--- config.mk ---
export PLATFORM = sky130hd
export DESIGN_NAME = scfc_spi_port
export DESIGN_NICKNAME = d
export VERILOG_FILES = /design/src/rtl/scfc_pkg.sv /design/src/rtl/scfc_spi_port.sv
export SDC_FILE = /design/constraint.sdc
export NUM_CORES = 1
export LEC_CHECK = 0
export ABC_CLOCK_PERIOD_IN_PS = 4400
export BUFFER_PORTS_ARGS = -buffer_cell sky130_fd_sc_hd__buf_2
export CORE_MARGIN = 10
export CORE_UTILIZATION = 55
export CTS_CLUSTER_DIAMETER = 120
export DETAILED_ROUTE_END_ITERATION = 10
export GPL_TIMING_DRIVEN = 1
export MAX_ROUTING_LAYER = met4
export PLACE_DENSITY_LB_ADDON = 0.15
export SYNTH_ARGS = -nofsm -noshare
export SYNTH_HDL_FRONTEND = slang
export SYNTH_SLANG_ARGS = --single-unit
--- constraint.sdc ---
create_clock -name ref_clk -period 4.4 [get_ports ref_clk]
set_input_delay 0.22 -clock ref_clk [delete_from_list [all_inputs] [get_ports ref_clk]]
set_output_delay 0.22 -clock ref_clk [all_outputs]
set_load 0.01 [all_outputs]
--- src/rtl/scfc_pkg.sv ---
// Package: register map, field layout, reset values and clock divider table of the SPI port
package scfc_pkg;

   // Register addresses on the local port
   localparam logic [1:0] ADDR_DATA    = 2'h0;
   localparam logic [1:0] ADDR_CTRL    = 2'h1;
   localparam logic [1:0] ADDR_STAT    = 2'h2;

   // Control register field positions
   localparam int unsigned CTL_IRQ_EN  = 7;
   localparam int unsigned CTL_PORT_EN = 6;
   localparam int unsigned CTL_HALVE_D = 5;
   localparam int unsigned CTL_CTRL_SEL= 4;
   localparam int unsigned CTL_IDLE_LV = 3;
   localparam int unsigned CTL_PHASE   = 2;
   localparam int unsigned CTL_RATE_HI = 1;
   localparam int unsigned CTL_RATE_LO = 0;

   // Status register field positions
   localparam int unsigned STA_DONE    = 7;
   localparam int unsigned STA_WRITE_COLLISION_FLAG    = 6;
   localparam int unsigned STA_FAULT   = 4;

   // Values after reset
   localparam logic [7:0] CTRL_RESET   = 8'h00;
   localparam logic [7:0] BYTE_RESET   = 8'h00;

   // Sixteen SCK edges make one byte
   localparam logic [3:0] EDGE_FIRST   = 4'h0;
   localparam logic [3:0] EDGE_LAST    = 4'hF;

   // Half SCK period minus one, in CPU clocks
   localparam int unsigned DIV_W       = 6;
   localparam logic [5:0] HALF_DIV4    = 6'h01;
   localparam logic [5:0] HALF_DIV8    = 6'h03;
   localparam logic [5:0] HALF_DIV16   = 6'h07;
   localparam logic [5:0] HALF_DIV32   = 6'h0F;
   localparam logic [5:0] HALF_DIV64   = 6'h1F;
   localparam logic [5:0] HALF_DIV128  = 6'h3F;

   // Rate code is {halve divisor, rate select}; unlisted codes use the slowest rate
   function automatic logic [5:0] half_count(input logic [2:0] rate);
      logic [5:0] val;
      val = HALF_DIV128;
      unique case (rate)
         3'b100: val = HALF_DIV4;
         3'b000: val = HALF_DIV8;
         3'b001: val = HALF_DIV16;
         3'b110: val = HALF_DIV32;
         3'b010: val = HALF_DIV64;
         3'b011: val = HALF_DIV128;
         default: val = HALF_DIV128;
      endcase
      return val;
   endfunction : half_count

endpackage : scfc_pkg

--- src/rtl/scfc_spi_port.sv ---
// SPI port: control/status/data registers, controller clock divider, shifter, collision and fault logic
`timescale 1ns/1ps
module scfc_spi_port (
   // Clock and reset
   input  wire logic       ref_clk,
   input  wire logic       nrst,
   // Register port
   input  wire logic [1:0] addr,
   input  wire logic [7:0] wdata,
   input  wire logic       wr,
   input  wire logic       rd,
   output logic      [7:0] rdata,
   // CPU state and interrupt
   input  wire logic       cpu_halt,
   input  wire logic       cpu_int_mask,
   output logic            spi_irq,
   output logic            spi_pins_sel,
   // SCK pin
   input  wire logic       sck_in,
   output logic            sck_out,
   output logic            sck_oe_n,
   // MOSI pin
   input  wire logic       mosi_in,
   output logic            mosi_out,
   output logic            mosi_oe_n,
   // MISO pin
   input  wire logic       miso_in,
   output logic            miso_out,
   output logic            miso_oe_n,
   // Select input
   input  wire logic       ss_n_in
);

   ////////////////////////////////////////////////////////////////////////////////////////////////
   // Pin synchronisers (index 0 SCK, 1 MOSI, 2 MISO, 3 select)

   logic [3:0]  pin_s1_ff;
   logic [3:0]  pin_s2_ff;
   logic        sck_prev_ff;

   always_ff @(posedge ref_clk or negedge nrst) begin
      if (!nrst) begin
         pin_s1_ff   <= 4'hF;
         pin_s2_ff   <= 4'hF;
         // Matches the synchroniser reset level so no false SCK edge follows reset
         sck_prev_ff <= 1'b1;
      end else begin
         pin_s1_ff   <= {ss_n_in, miso_in, mosi_in, sck_in};
         pin_s2_ff   <= pin_s1_ff;
         sck_prev_ff <= pin_s2_ff[0];
      end
   end

   ////////////////////////////////////////////////////////////////////////////////////////////////
   // State

   logic [7:0]  ctrl_ff;
   logic        done_ff;
   logic        write_collision_flag_ff;
   logic        fault_ff;
   logic        arm_done_ff;
   logic        arm_write_collision_flag_ff;
   logic        arm_fault_ff;
   logic [7:0]  sh_ff;
   logic [7:0]  rx_ff;
   logic [7:0]  rxbuf_ff;
   logic [3:0]  cnt_ff;
   logic        busy_ff;
   logic [5:0]  div_ff;
   logic        sck_ff;

   ////////////////////////////////////////////////////////////////////////////////////////////////
   // Decode

   wire logic   run       = ~cpu_halt;
   wire logic   acc_data  = run & (wr | rd) & (addr == scfc_pkg::ADDR_DATA);
   wire logic   wr_data   = run & wr & (addr == scfc_pkg::ADDR_DATA);
   wire logic   rd_data   = run & rd & (addr == scfc_pkg::ADDR_DATA);
   wire logic   wr_ctrl   = run & wr & (addr == scfc_pkg::ADDR_CTRL);
   wire logic   acc_stat  = run & (wr | rd) & (addr == scfc_pkg::ADDR_STAT);

   wire logic   ss_low    = ~pin_s2_ff[3];
   wire logic   port_en   = ctrl_ff[scfc_pkg::CTL_PORT_EN];
   wire logic   is_ctl    = ctrl_ff[scfc_pkg::CTL_CTRL_SEL];
   wire logic   phase     = ctrl_ff[scfc_pkg::CTL_PHASE];
   wire logic   idle_lv   = ctrl_ff[scfc_pkg::CTL_IDLE_LV];
   wire logic [2:0] rate  = {ctrl_ff[scfc_pkg::CTL_HALVE_D], ctrl_ff[scfc_pkg::CTL_RATE_HI],
                             ctrl_ff[scfc_pkg::CTL_RATE_LO]};

   // Select low on a controller is a fault; a target never faults
   wire logic   fault_ev  = run & port_en & is_ctl & ss_low;
   wire logic   tgt_act   = port_en & ~is_ctl & ss_low;

   // Serial clock edges: divider in controller mode, pin transitions in target mode
   wire logic   div_tick  = run & port_en & is_ctl & busy_ff & (div_ff == '0);
   wire logic   tgt_edge  = run & tgt_act & (pin_s2_ff[0] ^ sck_prev_ff);
   wire logic   edge_ev   = div_tick | tgt_edge;
   wire logic   capture   = edge_ev & (cnt_ff[0] == phase);
   wire logic   launch    = edge_ev & (cnt_ff[0] != phase) & (cnt_ff != scfc_pkg::EDGE_FIRST);
   wire logic   last      = edge_ev & (cnt_ff == scfc_pkg::EDGE_LAST);
   wire logic   data_in   = is_ctl ? pin_s2_ff[2] : pin_s2_ff[1];

   // Collision: controller while shifting; target once select is low (phase 0) or after first edge
   wire logic   coll_cond = port_en & (is_ctl ? busy_ff : (tgt_act & (~phase | busy_ff)));
   wire logic   collide   = wr_data & coll_cond;
   wire logic   wr_block  = done_ff & ~arm_done_ff;
   wire logic   load      = wr_data & ~coll_cond & ~wr_block;
   wire logic   start     = load & is_ctl & port_en;

   // Flag clearing sequences; a set in the same cycle wins
   wire logic   clr_done  = rd_data & arm_done_ff;
   wire logic   clr_write_collision_flag  = acc_data & arm_write_collision_flag_ff;
   wire logic   clr_fault = wr_ctrl & arm_fault_ff;
   wire logic   set_ok    = ~fault_ff | arm_fault_ff;

   ////////////////////////////////////////////////////////////////////////////////////////////////
   // Next state

   logic [7:0]  nxt_ctrl_ff;
   logic [7:0]  nxt_sh_ff;
   logic [7:0]  nxt_rx_ff;
   logic [3:0]  nxt_cnt_ff;
   logic        nxt_busy_ff;
   logic [5:0]  nxt_div_ff;
   logic        nxt_sck_ff;

   wire logic   nxt_done_ff   = run ? (last | (done_ff & ~clr_done)) : done_ff;
   wire logic   nxt_write_collision_flag_ff   = run ? (collide | (write_collision_flag_ff & ~clr_write_collision_flag)) : write_collision_flag_ff;
   wire logic   nxt_fault_ff  = run ? (fault_ev | (fault_ff & ~clr_fault)) : fault_ff;
   wire logic   nxt_arm_done  = nxt_done_ff & ~clr_done & (arm_done_ff | (acc_stat & done_ff));
   wire logic   nxt_arm_write_collision_flag  = nxt_write_collision_flag_ff & ~clr_write_collision_flag & (arm_write_collision_flag_ff | (acc_stat & write_collision_flag_ff));
   wire logic   nxt_arm_fault = nxt_fault_ff & ~clr_fault & (arm_fault_ff | (acc_stat & fault_ff));

   always_comb begin
      nxt_ctrl_ff = ctrl_ff;
      if (wr_ctrl) begin
         nxt_ctrl_ff = wdata;
         nxt_ctrl_ff[scfc_pkg::CTL_PORT_EN]  = wdata[scfc_pkg::CTL_PORT_EN] & set_ok;
         nxt_ctrl_ff[scfc_pkg::CTL_CTRL_SEL] = wdata[scfc_pkg::CTL_CTRL_SEL] & set_ok;
      end
      if (fault_ev) begin
         nxt_ctrl_ff[scfc_pkg::CTL_PORT_EN]  = 1'b0;
         nxt_ctrl_ff[scfc_pkg::CTL_CTRL_SEL] = 1'b0;
      end
   end

   always_comb begin
      nxt_sh_ff = sh_ff;
      if (load) begin
         nxt_sh_ff = wdata;
      end else if (launch) begin
         nxt_sh_ff = {sh_ff[6:0], 1'b0};
      end
   end

   always_comb begin
      nxt_rx_ff = rx_ff;
      if (capture) begin
         nxt_rx_ff = {rx_ff[6:0], data_in};
      end
   end

   always_comb begin
      nxt_cnt_ff  = cnt_ff;
      nxt_busy_ff = busy_ff;
      if (run) begin
         if (fault_ev || (!is_ctl && !tgt_act)) begin
            nxt_cnt_ff  = scfc_pkg::EDGE_FIRST;
            nxt_busy_ff = 1'b0;
         end else if (start) begin
            nxt_cnt_ff  = scfc_pkg::EDGE_FIRST;
            nxt_busy_ff = 1'b1;
         end else if (edge_ev) begin
            nxt_cnt_ff  = cnt_ff + 4'h1;
            nxt_busy_ff = ~last;
         end
      end
   end

   always_comb begin
      nxt_div_ff = div_ff;
      nxt_sck_ff = sck_ff;
      if (run) begin
         if (start || div_tick) begin
            nxt_div_ff = scfc_pkg::half_count(rate);
         end else if (div_ff != '0) begin
            nxt_div_ff = div_ff - 6'h01;
         end
         if (div_tick) begin
            nxt_sck_ff = ~sck_ff;
         end else if (!busy_ff || !is_ctl) begin
            nxt_sck_ff = idle_lv;
         end
      end
   end

   wire logic   nxt_ctl_drv = nxt_ctrl_ff[scfc_pkg::CTL_PORT_EN] & nxt_ctrl_ff[scfc_pkg::CTL_CTRL_SEL];
   wire logic   nxt_tgt_drv = nxt_ctrl_ff[scfc_pkg::CTL_PORT_EN] & ~nxt_ctrl_ff[scfc_pkg::CTL_CTRL_SEL] & ss_low
                              & (~nxt_ctrl_ff[scfc_pkg::CTL_PHASE] | nxt_busy_ff);
   wire logic   nxt_irq     = run & ctrl_ff[scfc_pkg::CTL_IRQ_EN] & ~cpu_int_mask
                              & (nxt_done_ff | nxt_fault_ff);

   logic [7:0]  rd_mux;
   always_comb begin
      unique case (addr)
         scfc_pkg::ADDR_DATA: rd_mux = rxbuf_ff;
         scfc_pkg::ADDR_CTRL: rd_mux = ctrl_ff;
         scfc_pkg::ADDR_STAT: rd_mux = {done_ff, write_collision_flag_ff, 1'b0, fault_ff, 4'h0};
         default:             rd_mux = 8'h00;
      endcase
   end

   ////////////////////////////////////////////////////////////////////////////////////////////////
   // Registers

   always_ff @(posedge ref_clk or negedge nrst) begin
      if (!nrst) begin
         ctrl_ff      <= scfc_pkg::CTRL_RESET;
         done_ff      <= 1'b0;
         write_collision_flag_ff      <= 1'b0;
         fault_ff     <= 1'b0;
         arm_done_ff  <= 1'b0;
         arm_write_collision_flag_ff  <= 1'b0;
         arm_fault_ff <= 1'b0;
      end else begin
         ctrl_ff      <= nxt_ctrl_ff;
         done_ff      <= nxt_done_ff;
         write_collision_flag_ff      <= nxt_write_collision_flag_ff;
         fault_ff     <= nxt_fault_ff;
         arm_done_ff  <= run ? nxt_arm_done : arm_done_ff;
         arm_write_collision_flag_ff  <= run ? nxt_arm_write_collision_flag : arm_write_collision_flag_ff;
         arm_fault_ff <= run ? nxt_arm_fault : arm_fault_ff;
      end
   end

   always_ff @(posedge ref_clk or negedge nrst) begin
      if (!nrst) begin
         sh_ff    <= scfc_pkg::BYTE_RESET;
         rx_ff    <= scfc_pkg::BYTE_RESET;
         rxbuf_ff <= scfc_pkg::BYTE_RESET;
         cnt_ff   <= scfc_pkg::EDGE_FIRST;
         busy_ff  <= 1'b0;
         div_ff   <= '0;
         sck_ff   <= 1'b0;
      end else begin
         sh_ff    <= nxt_sh_ff;
         rx_ff    <= nxt_rx_ff;
         rxbuf_ff <= (last && !done_ff) ? nxt_rx_ff : rxbuf_ff;
         cnt_ff   <= nxt_cnt_ff;
         busy_ff  <= nxt_busy_ff;
         div_ff   <= nxt_div_ff;
         sck_ff   <= nxt_sck_ff;
      end
   end

   // Outputs except rdata are registered from next-state values so pins follow the state without lag
   always_ff @(posedge ref_clk or negedge nrst) begin
      if (!nrst) begin
         rdata        <= 8'h00;
         spi_irq      <= 1'b0;
         spi_pins_sel <= 1'b0;
         sck_out      <= 1'b0;
         sck_oe_n     <= 1'b1;
         mosi_out     <= 1'b0;
         mosi_oe_n    <= 1'b1;
         miso_out     <= 1'b0;
         miso_oe_n    <= 1'b1;
      end else begin
         rdata        <= rd ? rd_mux : 8'h00;
         spi_irq      <= nxt_irq;
         spi_pins_sel <= nxt_ctrl_ff[scfc_pkg::CTL_PORT_EN];
         sck_out      <= nxt_sck_ff;
         sck_oe_n     <= ~nxt_ctl_drv;
         mosi_out     <= nxt_sh_ff[7];
         mosi_oe_n    <= ~nxt_ctl_drv;
         miso_out     <= nxt_sh_ff[7];
         miso_oe_n    <= ~nxt_tgt_drv;
      end
   end
endmodule : scfc_spi_port

=== Yosys cells after proc, flatten, opt, wreduce, memory -nomap -nowiden ===
Cells that the tools add are included.

* Flip-flop bits (word level): 71
* Bits of input ports: 20
* Output and inout bits: 16
* Word-level logic and storage cells: 165

* Add/sub/neg operators: 2
* Equality and inequality tests: 9
* Mux-type cells: 25
* Bitwise logic cells: 84
* Reduce and logical (&&, ||, !) cells: 21

{| class="wikitable"
|+ Operators by type and width
! operator !! number
|-
| 1-bit bitwise AND || 53
|-
| 8-bit 2-to-1 mux || 4
|-
| 6-bit case mux with 5 select lines || 1
|-
| 8-bit case mux with 3 select lines || 1
|-
| 1-bit inverter || 18
|-
| 1-bit 2-to-1 mux || 13
|-
| 4-bit 2-to-1 mux || 3
|-
| 6-bit 2-to-1 mux || 2
|-
| 1-bit bitwise OR || 12
|-
| 7-bit 2-to-1 mux || 1
|-
| 3-bit == test, second input constant || 2
|-
| 6-bit zero test || 1
|-
| 2-bit AND reduction || 3
|-
| 2-bit nonzero test || 3
|-
| 6-bit nonzero test || 1
|-
| 6-bit by 1-bit subtractor with 6-bit output, second input constant || 1
|-
| 4-bit by 1-bit adder with 4-bit output, second input constant || 1
|-
| 4-bit == test, second input constant || 1
|-
| 1-bit zero test || 4
|-
| 4-bit nonzero test || 1
|-
| 3-bit by 1-bit == test with 1-bit output, second input constant || 1
|-
| 3-bit by 2-bit == test with 1-bit output, second input constant || 1
|-
| 3-bit zero test || 1
|-
| 1-bit logical OR || 3
|-
| 8 further kinds || 9
|}

=== Longest topological paths before layout ===
Gate-level depths: netlist of the first run.

* Depth in word-level cells: 17
* Gate-level depth with buffers: 7
* Gate-level depth less buffers: 7

=== Worst setup path after synthesis of the first run ===
Ideal clock, no wire load.

* Kind: flip-flop to flip-flop
* Start point: reg ctrl_ff[6]
* End point: reg rxbuf_ff[1]
* Setup time: 0.125 ns
* Arrival: 2.063 ns
* Required time: 4.275 ns
* Path slack: 2.212 ns
* Cell stages (with the launch flop): 8
* Path buffers: 2
* Clock period less this slack: 2.188 ns
* Cell sequence: dfrtp_1 buf_4 nand2b_1 or4_1 buf_6 a21oi_4 mux2_2 mux2_2

* Cells in the longest elaborated chain, start to end: 7
* Elaborated cells on any way between the ends: 13
* Classes of those cells: mux: 1; bitwise: 11; reduce/logical: 1

{| class="wikitable"
|+ Ends and longest elaborated chain
! element !! RTL line !! text
|-
| start: declaration || scfc_spi_port.sv:57 || <nowiki>logic [7:0] ctrl_ff;</nowiki>
|-
| start signal: assignment || scfc_spi_port.sv:218 || <nowiki>ctrl_ff <= scfc_pkg::CTRL_RESET;</nowiki>
|-
| start signal: assignment || scfc_spi_port.sv:226 || <nowiki>ctrl_ff <= nxt_ctrl_ff;</nowiki>
|-
| 1-bit bitwise AND, on equally long branches (2 in a row) || scfc_spi_port.sv:95, scfc_spi_port.sv:92 ||
|-
| 1-bit bitwise AND, on equally long branches (2 in a row) || scfc_spi_port.sv:95, scfc_spi_port.sv:96 ||
|-
| 1-bit bitwise OR (*) || scfc_spi_port.sv:97 || <nowiki>wire logic edge_ev = div_tick | tgt_edge;</nowiki>
|-
| 1-bit bitwise AND (*) || scfc_spi_port.sv:98 || <nowiki>wire logic capture = edge_ev & (cnt_ff[0] == phase);</nowiki>
|-
| 8-bit 2-to-1 mux (*) || scfc_spi_port.sv:158 || <nowiki>if (capture) begin</nowiki>
|-
| named net nxt_rx_ff[1] || scfc_spi_port.sv:121 || <nowiki>logic [7:0] nxt_rx_ff;</nowiki>
|-
| end signal: assignment || scfc_spi_port.sv:240 || <nowiki>rxbuf_ff <= scfc_pkg::BYTE_RESET;</nowiki>
|-
| end signal: assignment || scfc_spi_port.sv:248 || <nowiki>rxbuf_ff <= (last && !done_ff) ? nxt_rx_ff : rxbuf_ff;</nowiki>
|-
| end: declaration || scfc_spi_port.sv:66 || <nowiki>logic [7:0] rxbuf_ff;</nowiki>
|}

The timed path passes the listed nets; every way through them passes the cells marked *.
A chain may end at the register's enable or synchronous reset.

=== Worst setup path after layout of the first run ===
* Start point: reg ctrl_ff[6]
* End point: reg rxbuf_ff[7]

The elaborated chain is that of the path after synthesis.

==> results.sh, run 1 <==
export IMPL_start_kind="flop"
export IMPL_cellLeakagePower_nw=1.77
export IMPL_critical_path_slowest_cell="or4_1"
export IMPL_initial_core_util_pct=56.3
export IMPL_die_h_um=97.9
export IMPL_period_share_pct=55.0
export IMPL_routed_via_count=2395
export IMPL_grt_max_degree=39
export IMPL_syn_inst=305
export IMPL_dp_cells=401
export IMPL_detail_route_vias_per_cell=5.68
export IMPL_fmax_mhz=413
export IMPL_grt_use_total_pct=15.3
export IMPL_rows=28
export IMPL_areaGrowthSynthToFinish_pct=13.6
export IMPL_arrival_ps=2660
export IMPL_postRouteAntennaNets=0
export IMPL_worst_path_stages=5
export IMPL_p_per_area_mw_per_mm2=470
export IMPL_ys_flop_type="dfrtp_1"
export IMPL_path_buf_inv=0
export IMPL_cp_required_ps=4640
export IMPL_final_cell_count_no_fill=422
export IMPL_hold_depth=3
export IMPL_post_route_util_pct=64.0
export IMPL_coreArea_mm2=0.00592
export IMPL_yosys_register_bits=70
export IMPL_p_sw_mw=0.546
export IMPL_cpLargestDelayFamily="simple AND/OR/NAND/NOR gates"
export IMPL_fin_tns_setup_ps=0
export IMPL_ys_types=57
export IMPL_power_frac_comb_pct=19.6
export IMPL_post_dp_hpwl_mm=5.18
export IMPL_whs_endpoint="ctrl_ff[1]$_DFFE_PN0P_"
export IMPL_final_nets=366
export IMPL_crit_chain="nand2b_1, or4_1, a21oi_4, mux2_2, mux2_2"
export IMPL_place_gp_congestion=0.833
export IMPL_die_width_um=97.9
export IMPL_synth_async_reset_ratio_pct=100
export IMPL_slew_viol_final=0
export IMPL_path_class="reg -> reg"
export IMPL_drive_gt1_share_pct=25.9
export IMPL_numPortBuffers=35
export IMPL_setup_viol=0
export IMPL_hold_viol_final=0
export IMPL_layout_min_cycle_time_ps=2420
export IMPL_slowest_delay_ps=650
export IMPL_cp_common_cell="mux2_2"
export IMPL_ir_worst_vdd_uv=322
export IMPL_rsz0062_at_grt="false"
export IMPL_crit_fanout=10
export IMPL_seq_area_frac_synth_pct=52.9
export IMPL_clock_skew_ps=9.78
export IMPL_seq_power_share_pct=48.2
export IMPL_grt_overflow=0
export IMPL_outcome="completed"
export IMPL_finalWirelength_mm=7.08
export IMPL_antenna_found_initial=0
export IMPL_maxCapViolations=0
export IMPL_r2r_slack_ps=1980
export IMPL_cts_hold_buf=5
export IMPL_dr_pass1_iters=4
export IMPL_r2r_end="rxbuf_ff[7]$_DFFE_PN0P_"
export IMPL_clock_latency_ps=350
export IMPL_finalPower_mw=1.78
export IMPL_grt_pass1_vias=2403
export IMPL_r2r_start="ctrl_ff[6]$_DFF_PN0_"
export IMPL_clock_power_share_pct=32.2
export IMPL_io_pins=36
export IMPL_routedWlPerCell_um=16.8
export IMPL_cts_root_buf="clkbuf_8"
export IMPL_worstHoldStart="wdata[1]"
export IMPL_worstSetupEndpointType="flop"
export IMPL_path_clk_slew_ps=80
export IMPL_cts_num_sinks=70
export IMPL_drc=0
export IMPL_slew_headroom_pct=50.9
export IMPL_numCtsBuffers=9
export IMPL_clk_path_buf_depth=2
export IMPL_synth_edf_count=0
export IMPL_synth_nets=329
export IMPL_cts_htree_levels=3
export IMPL_cts_tree="built"
export IMPL_drt_iter0_drc=128
export IMPL_min_path_type="in -> reg"
export IMPL_yosys_warnings=0
export IMPL_p_sw_share_pct=30.7
export IMPL_die_area_mm2=0.00958
export IMPL_grt_pass1_wl_mm=11.8
export IMPL_tightest_slew_ps=736
export IMPL_p_int_mw=1.23
export IMPL_diodes=0
export IMPL_ff2ff_path_depth=5
export IMPL_synth_avg_cell_area_um2=10.9
export IMPL_cts_resized=0
export IMPL_netlist_area_mm2=0.00334
export IMPL_post_cts_setup_buffer_count=0
-- synth_stat cells (2+ instances only) --
| cell | count | area share [%] |
|---|---|---|
| buf_6 | 3 | 1.0 |
| o21ai_0 | 11 | 1.7 |
| xnor2_1 | 2 | 0.53 |
| a31oi_1 | 2 | 0.38 |
| mux2i_1 | 25 | 7.5 |
| nand3_1 | 5 | 0.75 |
| or3_1 | 2 | 0.38 |
| buf_2 | 3 | 0.45 |
| ha_1 | 4 | 1.5 |
| o22ai_1 | 6 | 1.1 |
| and3_1 | 4 | 0.75 |
| a22o_1 | 4 | 1.1 |
| and2_1 | 4 | 0.75 |
| mux2_2 | 15 | 5.1 |
| a21oi_1 | 18 | 2.7 |
| buf_4 | 3 | 0.68 |
| dfstp_2 | 11 | 8.7 |
| inv_1 | 12 | 1.4 |
| nor2b_1 | 3 | 0.56 |
| nor4_1 | 2 | 0.38 |
| a21oi_4 | 2 | 0.98 |
| nor2_1 | 27 | 3.0 |
| nand2b_1 | 8 | 1.5 |
| dfrtp_1 | 59 | 44 |
| nand2_1 | 30 | 3.4 |
| clkbuf_1 | 5 | 0.56 |
| nor3_1 | 5 | 0.75 |
-- worst max-delay path by stage --
stage	start	to	slack (ps)
2_1_floorplan	ctrl_ff[6]$_DFF_PN0_	rxbuf_ff[1]$_DFFE_PN0P_	2210
3_3_place_gp	cpu_halt	rxbuf_ff[7]$_DFFE_PN0P_	1990
3_5_place_dp	cpu_halt	rxbuf_ff[7]$_DFFE_PN0P_	1950
4_1_cts	ctrl_ff[6]$_DFF_PN0_	rxbuf_ff[7]$_DFFE_PN0P_	1970
5_1_grt	ctrl_ff[6]$_DFF_PN0_	rxbuf_ff[7]$_DFFE_PN0P_	1850
6_report	ctrl_ff[6]$_DFF_PN0_	rxbuf_ff[7]$_DFFE_PN0P_	1980
-- final cells by class --
| cell class | instances | area [um^2] |
|---|---|---|
| flip-flops and latches | 70 | 1770 |
| well taps | 75 | 93.8 |
| repair buffers | 41 | 233 |
| clock buffers | 9 | 124 |
| fillers | 493 | 2130 |
| clock inverters | 7 | 97.6 |
| inverters | 12 | 45.0 |
| multi-input cells | 208 | 1430 |
-- state kept, by name, indices dropped and copies added (netlist names), 4 cells and up --
name,flops
cnt_ff,4
ctrl_ff,8
div_ff,6
pin_s1_ff,4
pin_s2_ff,4
rdata,8
rx_ff,8
rxbuf_ff,8
sh_ff,8
-- logic make-up after synthesis --
| kind of cell | after synthesis | share of synthesized area (%) |
|---|---|---|
| AO/OA/AOI/OAI | 59 | 12.5 |
| multiplexers | 40 | 12.6 |
| AND/OR/NAND/NOR | 102 | 15.6 |
| buffers and inverters | 27 | 4.16 |
| flip-flops | 70 | 52.9 |
| adder cells (fa/ha/maj) | 4 | 1.50 |
| XOR/XNOR | 3 | 0.788 |
-- per-stage QoR --
stage                     hold slack (ps)  setup WS (ps)  area (um^2)
after floorplan                     -75.6           2210         3340
after global placement                325           1990         3520
after detailed placement              326           1950         3520
after CTS                            81.9           1970         3790
after global routing                 85.9           1850         3790
final                                90.7           1980         3790
-- worst min-delay path: stages --
cell     delay (ps)
buf_2            90
nand2_1          50
nand2_1          50
-- cells in the final DEF (no fill, tap or decap), types with 5 or more instances in the layout --
cell,synthesis,layout
nor3_1,5,5
nor2_1,27,27
a21oi_1,18,18
nand3_1,5,5
dlygate4sd3_1,0,5
mux2i_1,25,25
dfrtp_1,59,59
nand2_1,30,30
clkbuf_8,0,9
o21ai_0,11,11
inv_1,12,12
dfstp_2,11,11
mux2_2,15,15
nand2b_1,8,8
o22ai_1,6,6
buf_2,3,35
-- per-layer routing --
layer  track usage (%)  up-vias  share of wire [%]
met2              23.4       50                 48
met5                 -        -                  0
met4              7.94        0                2.8
met3              3.24       20                3.3
li1                  -     1144                  -
met1              18.6     1181                 46
-- power by group through the flow --
stage / sequential [mW] / combinational [mW] / clock, mW
floorplan: 0.831 / 0.279 / 0
global placement: 0.864 / 0.337 / 0
detailed placement: 0.869 / 0.347 / 0
CTS: 0.858 / 0.353 / 0.586
global route: 0.874 / 0.395 / 0.610
finish: 0.858 / 0.349 / 0.573
(Power assumes the default switching activity.)
==> run 2, diff against run 1 <==
ABC_CLOCK_PERIOD_IN_PS = 2100   (was 4400)
CORE_UTILIZATION = 52   (was 55)
clock period = 2.1 ns   (was 4.4 ns; I/O delays follow)
==> run 2 against run 1 <==
Clock-buffer cell count is the same. Sequential power grew 110%. Clock skew hardly changed. Routed wire length is 2.0% higher. First-iteration DRC count down 25%. Die area is 4.6% higher. Cell count is 7.3% higher. Largest cell class unchanged.
==> results.sh, run 2 (synthesis gave the netlist of run 1 again) <==
export IMPL_slew_viol_final=0
export IMPL_cts_num_sinks=70
export IMPL_finalWirelength_mm=7.22
export IMPL_clock_skew_ps=9.51
export IMPL_final_nets=395
export IMPL_postRouteAntennaNets=0
export IMPL_diodes=0
export IMPL_period_share_pct=98.6
export IMPL_grt_max_degree=45
export IMPL_fmax_mhz=483
export IMPL_fin_tns_setup_ps=0
export IMPL_seq_power_share_pct=47.7
export IMPL_dpl_cell_area_mm2=0.00371
export IMPL_grt_pass1_vias=2475
export IMPL_ir_worst_vdd_uv=583
export IMPL_coreArea_mm2=0.00628
export IMPL_cellLeakagePower_nw=1.95
export IMPL_tightest_slew_ps=650
export IMPL_routedWlPerCell_um=15.9
export IMPL_ff2ff_path_depth=6
export IMPL_routed_via_count=2453
export IMPL_p_per_area_mw_per_mm2=905
export IMPL_hold_viol_final=0
export IMPL_p_int_mw=2.55
export IMPL_grt_use_total_pct=15.2
export IMPL_maxCapViolations=0
export IMPL_detail_route_vias_per_cell=5.42
export IMPL_min_path_type="in -> reg"
export IMPL_grt_pass1_wl_mm=11.9
export IMPL_worstSetupEndpointType="flop"
export IMPL_grt_overflow=0
export IMPL_path_clk_slew_ps=70
export IMPL_place_gp_congestion=0.834
export IMPL_arrival_ps=2300
export IMPL_numPortBuffers=35
export IMPL_worstHoldStart="cpu_int_mask"
export IMPL_layout_min_cycle_time_ps=2070
export IMPL_clock_power_share_pct=29.0
export IMPL_rows=29
export IMPL_final_cell_count_no_fill=453
export IMPL_path_class="reg -> reg"
export IMPL_final_cell_area_mm2=0.00411
export IMPL_cts_htree_levels=3
export IMPL_drt_iter0_drc=96
export IMPL_power_frac_comb_pct=23.4
export IMPL_cp_required_ps=2330
export IMPL_setup_viol=0
export IMPL_critPathCapture="rxbuf_ff[6]$_DFFE_PN0P_"
export IMPL_final_cell_mix="dfrtp_1, buf_2, nand2_1, nor2_1, mux2i_1"
export IMPL_die_h_um=100
export IMPL_crit_fanout=8
export IMPL_antenna_found_initial=0
export IMPL_die_area_mm2=0.0100
export IMPL_p_sw_mw=1.16
export IMPL_critPathLaunch="pin_s2_ff[0]$_DFF_PN1_"
export IMPL_cts_root_buf="clkbuf_8"
export IMPL_io_pins=36
export IMPL_start_kind="flop"
export IMPL_clk_path_buf_depth=2
export IMPL_p_sw_share_pct=31.2
export IMPL_cts_tree="built"
export IMPL_r2r_end="rxbuf_ff[6]$_DFFE_PN0P_"
export IMPL_dp_cells=424
export IMPL_numCtsBuffers=9
export IMPL_drc=0
export IMPL_clock_latency_ps=350
export IMPL_initial_core_util_pct=53.1
export IMPL_areaGrowthSynthToFinish_pct=23.1
export IMPL_finalPower_mw=3.71
export IMPL_die_width_um=100
export IMPL_post_dp_hpwl_mm=5.24
export IMPL_dr_pass1_iters=4
export IMPL_r2r_start="pin_s2_ff[0]$_DFF_PN1_"
export IMPL_r2r_slack_ps=30
export IMPL_drive_gt1_share_pct=31.4
export IMPL_outcome="completed"
export IMPL_slew_headroom_pct=56.7
export IMPL_final_common_cell="dfrtp_1"
export IMPL_rsz0062_at_grt="true"
## run 2: metrics by stage
stage	worst slack (ps)	hold WS (ps)	utilization, %
3_5_place_dp	-19.7	172	59.1
4_1_cts	-8.40	2.78	64.3
5_1_grt	-22.9	16.2	65.4
2_1_floorplan	-65.0	-191	-
6_report	29.8	14.9	65.4
3_3_place_gp	22.3	166	59.1
## run 2: area by class of cell
| type | count | area (um^2) |
|---|---|---|
| clock buffer | 9 | 124 |
| inverter | 12 | 45.0 |
| multi-input combinational | 208 | 1500 |
| clock inverter | 7 | 73.8 |
| sequential | 70 | 1770 |
| fill | 497 | 2170 |
| timing repair buffer | 70 | 498 |
| tap | 77 | 96.3 |
## run 2: power groups by stage
stage | clock, mW | sequential [mW] | combinational (mW)
3_3_place_gp | 0 | 1.79 | 0.811
6_report | 1.08 | 1.77 | 0.869
2_1_floorplan | 0 | 1.74 | 0.601
3_5_place_dp | 0 | 1.80 | 0.831
4_1_cts | 1.10 | 1.77 | 0.858
5_1_grt | 1.16 | 1.80 | 0.968
## run 2: worst max-delay path, stage by stage (launching register included)
cell and delay, ps:
dfstp_2 560, xnor2_2 70, or4_4 450, a21oi_4 170, buf_12 150, mux2_4 310
mux2_4 250
## run 2: how the worst min path moves through the flow
stage               slack, ps  cells past startpoint                      end
CTS                         3                      3        spi_irq$_DFF_PN0_
detailed placement        170                      1    div_ff[0]$_DFFE_PN0P_
floorplan                -190                      0  arm_done_ff$_DFFE_PN0N_
global placement          170                      1    div_ff[0]$_DFFE_PN0P_
global route               20                      3     sh_ff[4]$_DFFE_PN0P_
finish                     10                      3        spi_irq$_DFF_PN0_
## run 2: per-layer routing
layer	routed length (um)	up-vias	track usage, %
li1	-	1199	-
met1	3410	1203	18.5
met2	3520	44	23.6
met3	224	7	4.19
met4	67	0	5.54
met5	0	-	-
## run 2: what timing repair did
item / 4_1_cts / 5_1_grt
gates cloned: 0 / 0
pin swaps: 1 / 1
hold buffers: 9 / 0
setup endpoints to repair: 6 / 11
resized for setup: 2 / 11
setup buffers: 2 / 2
endpoints found under the hold margin: 33 / 0
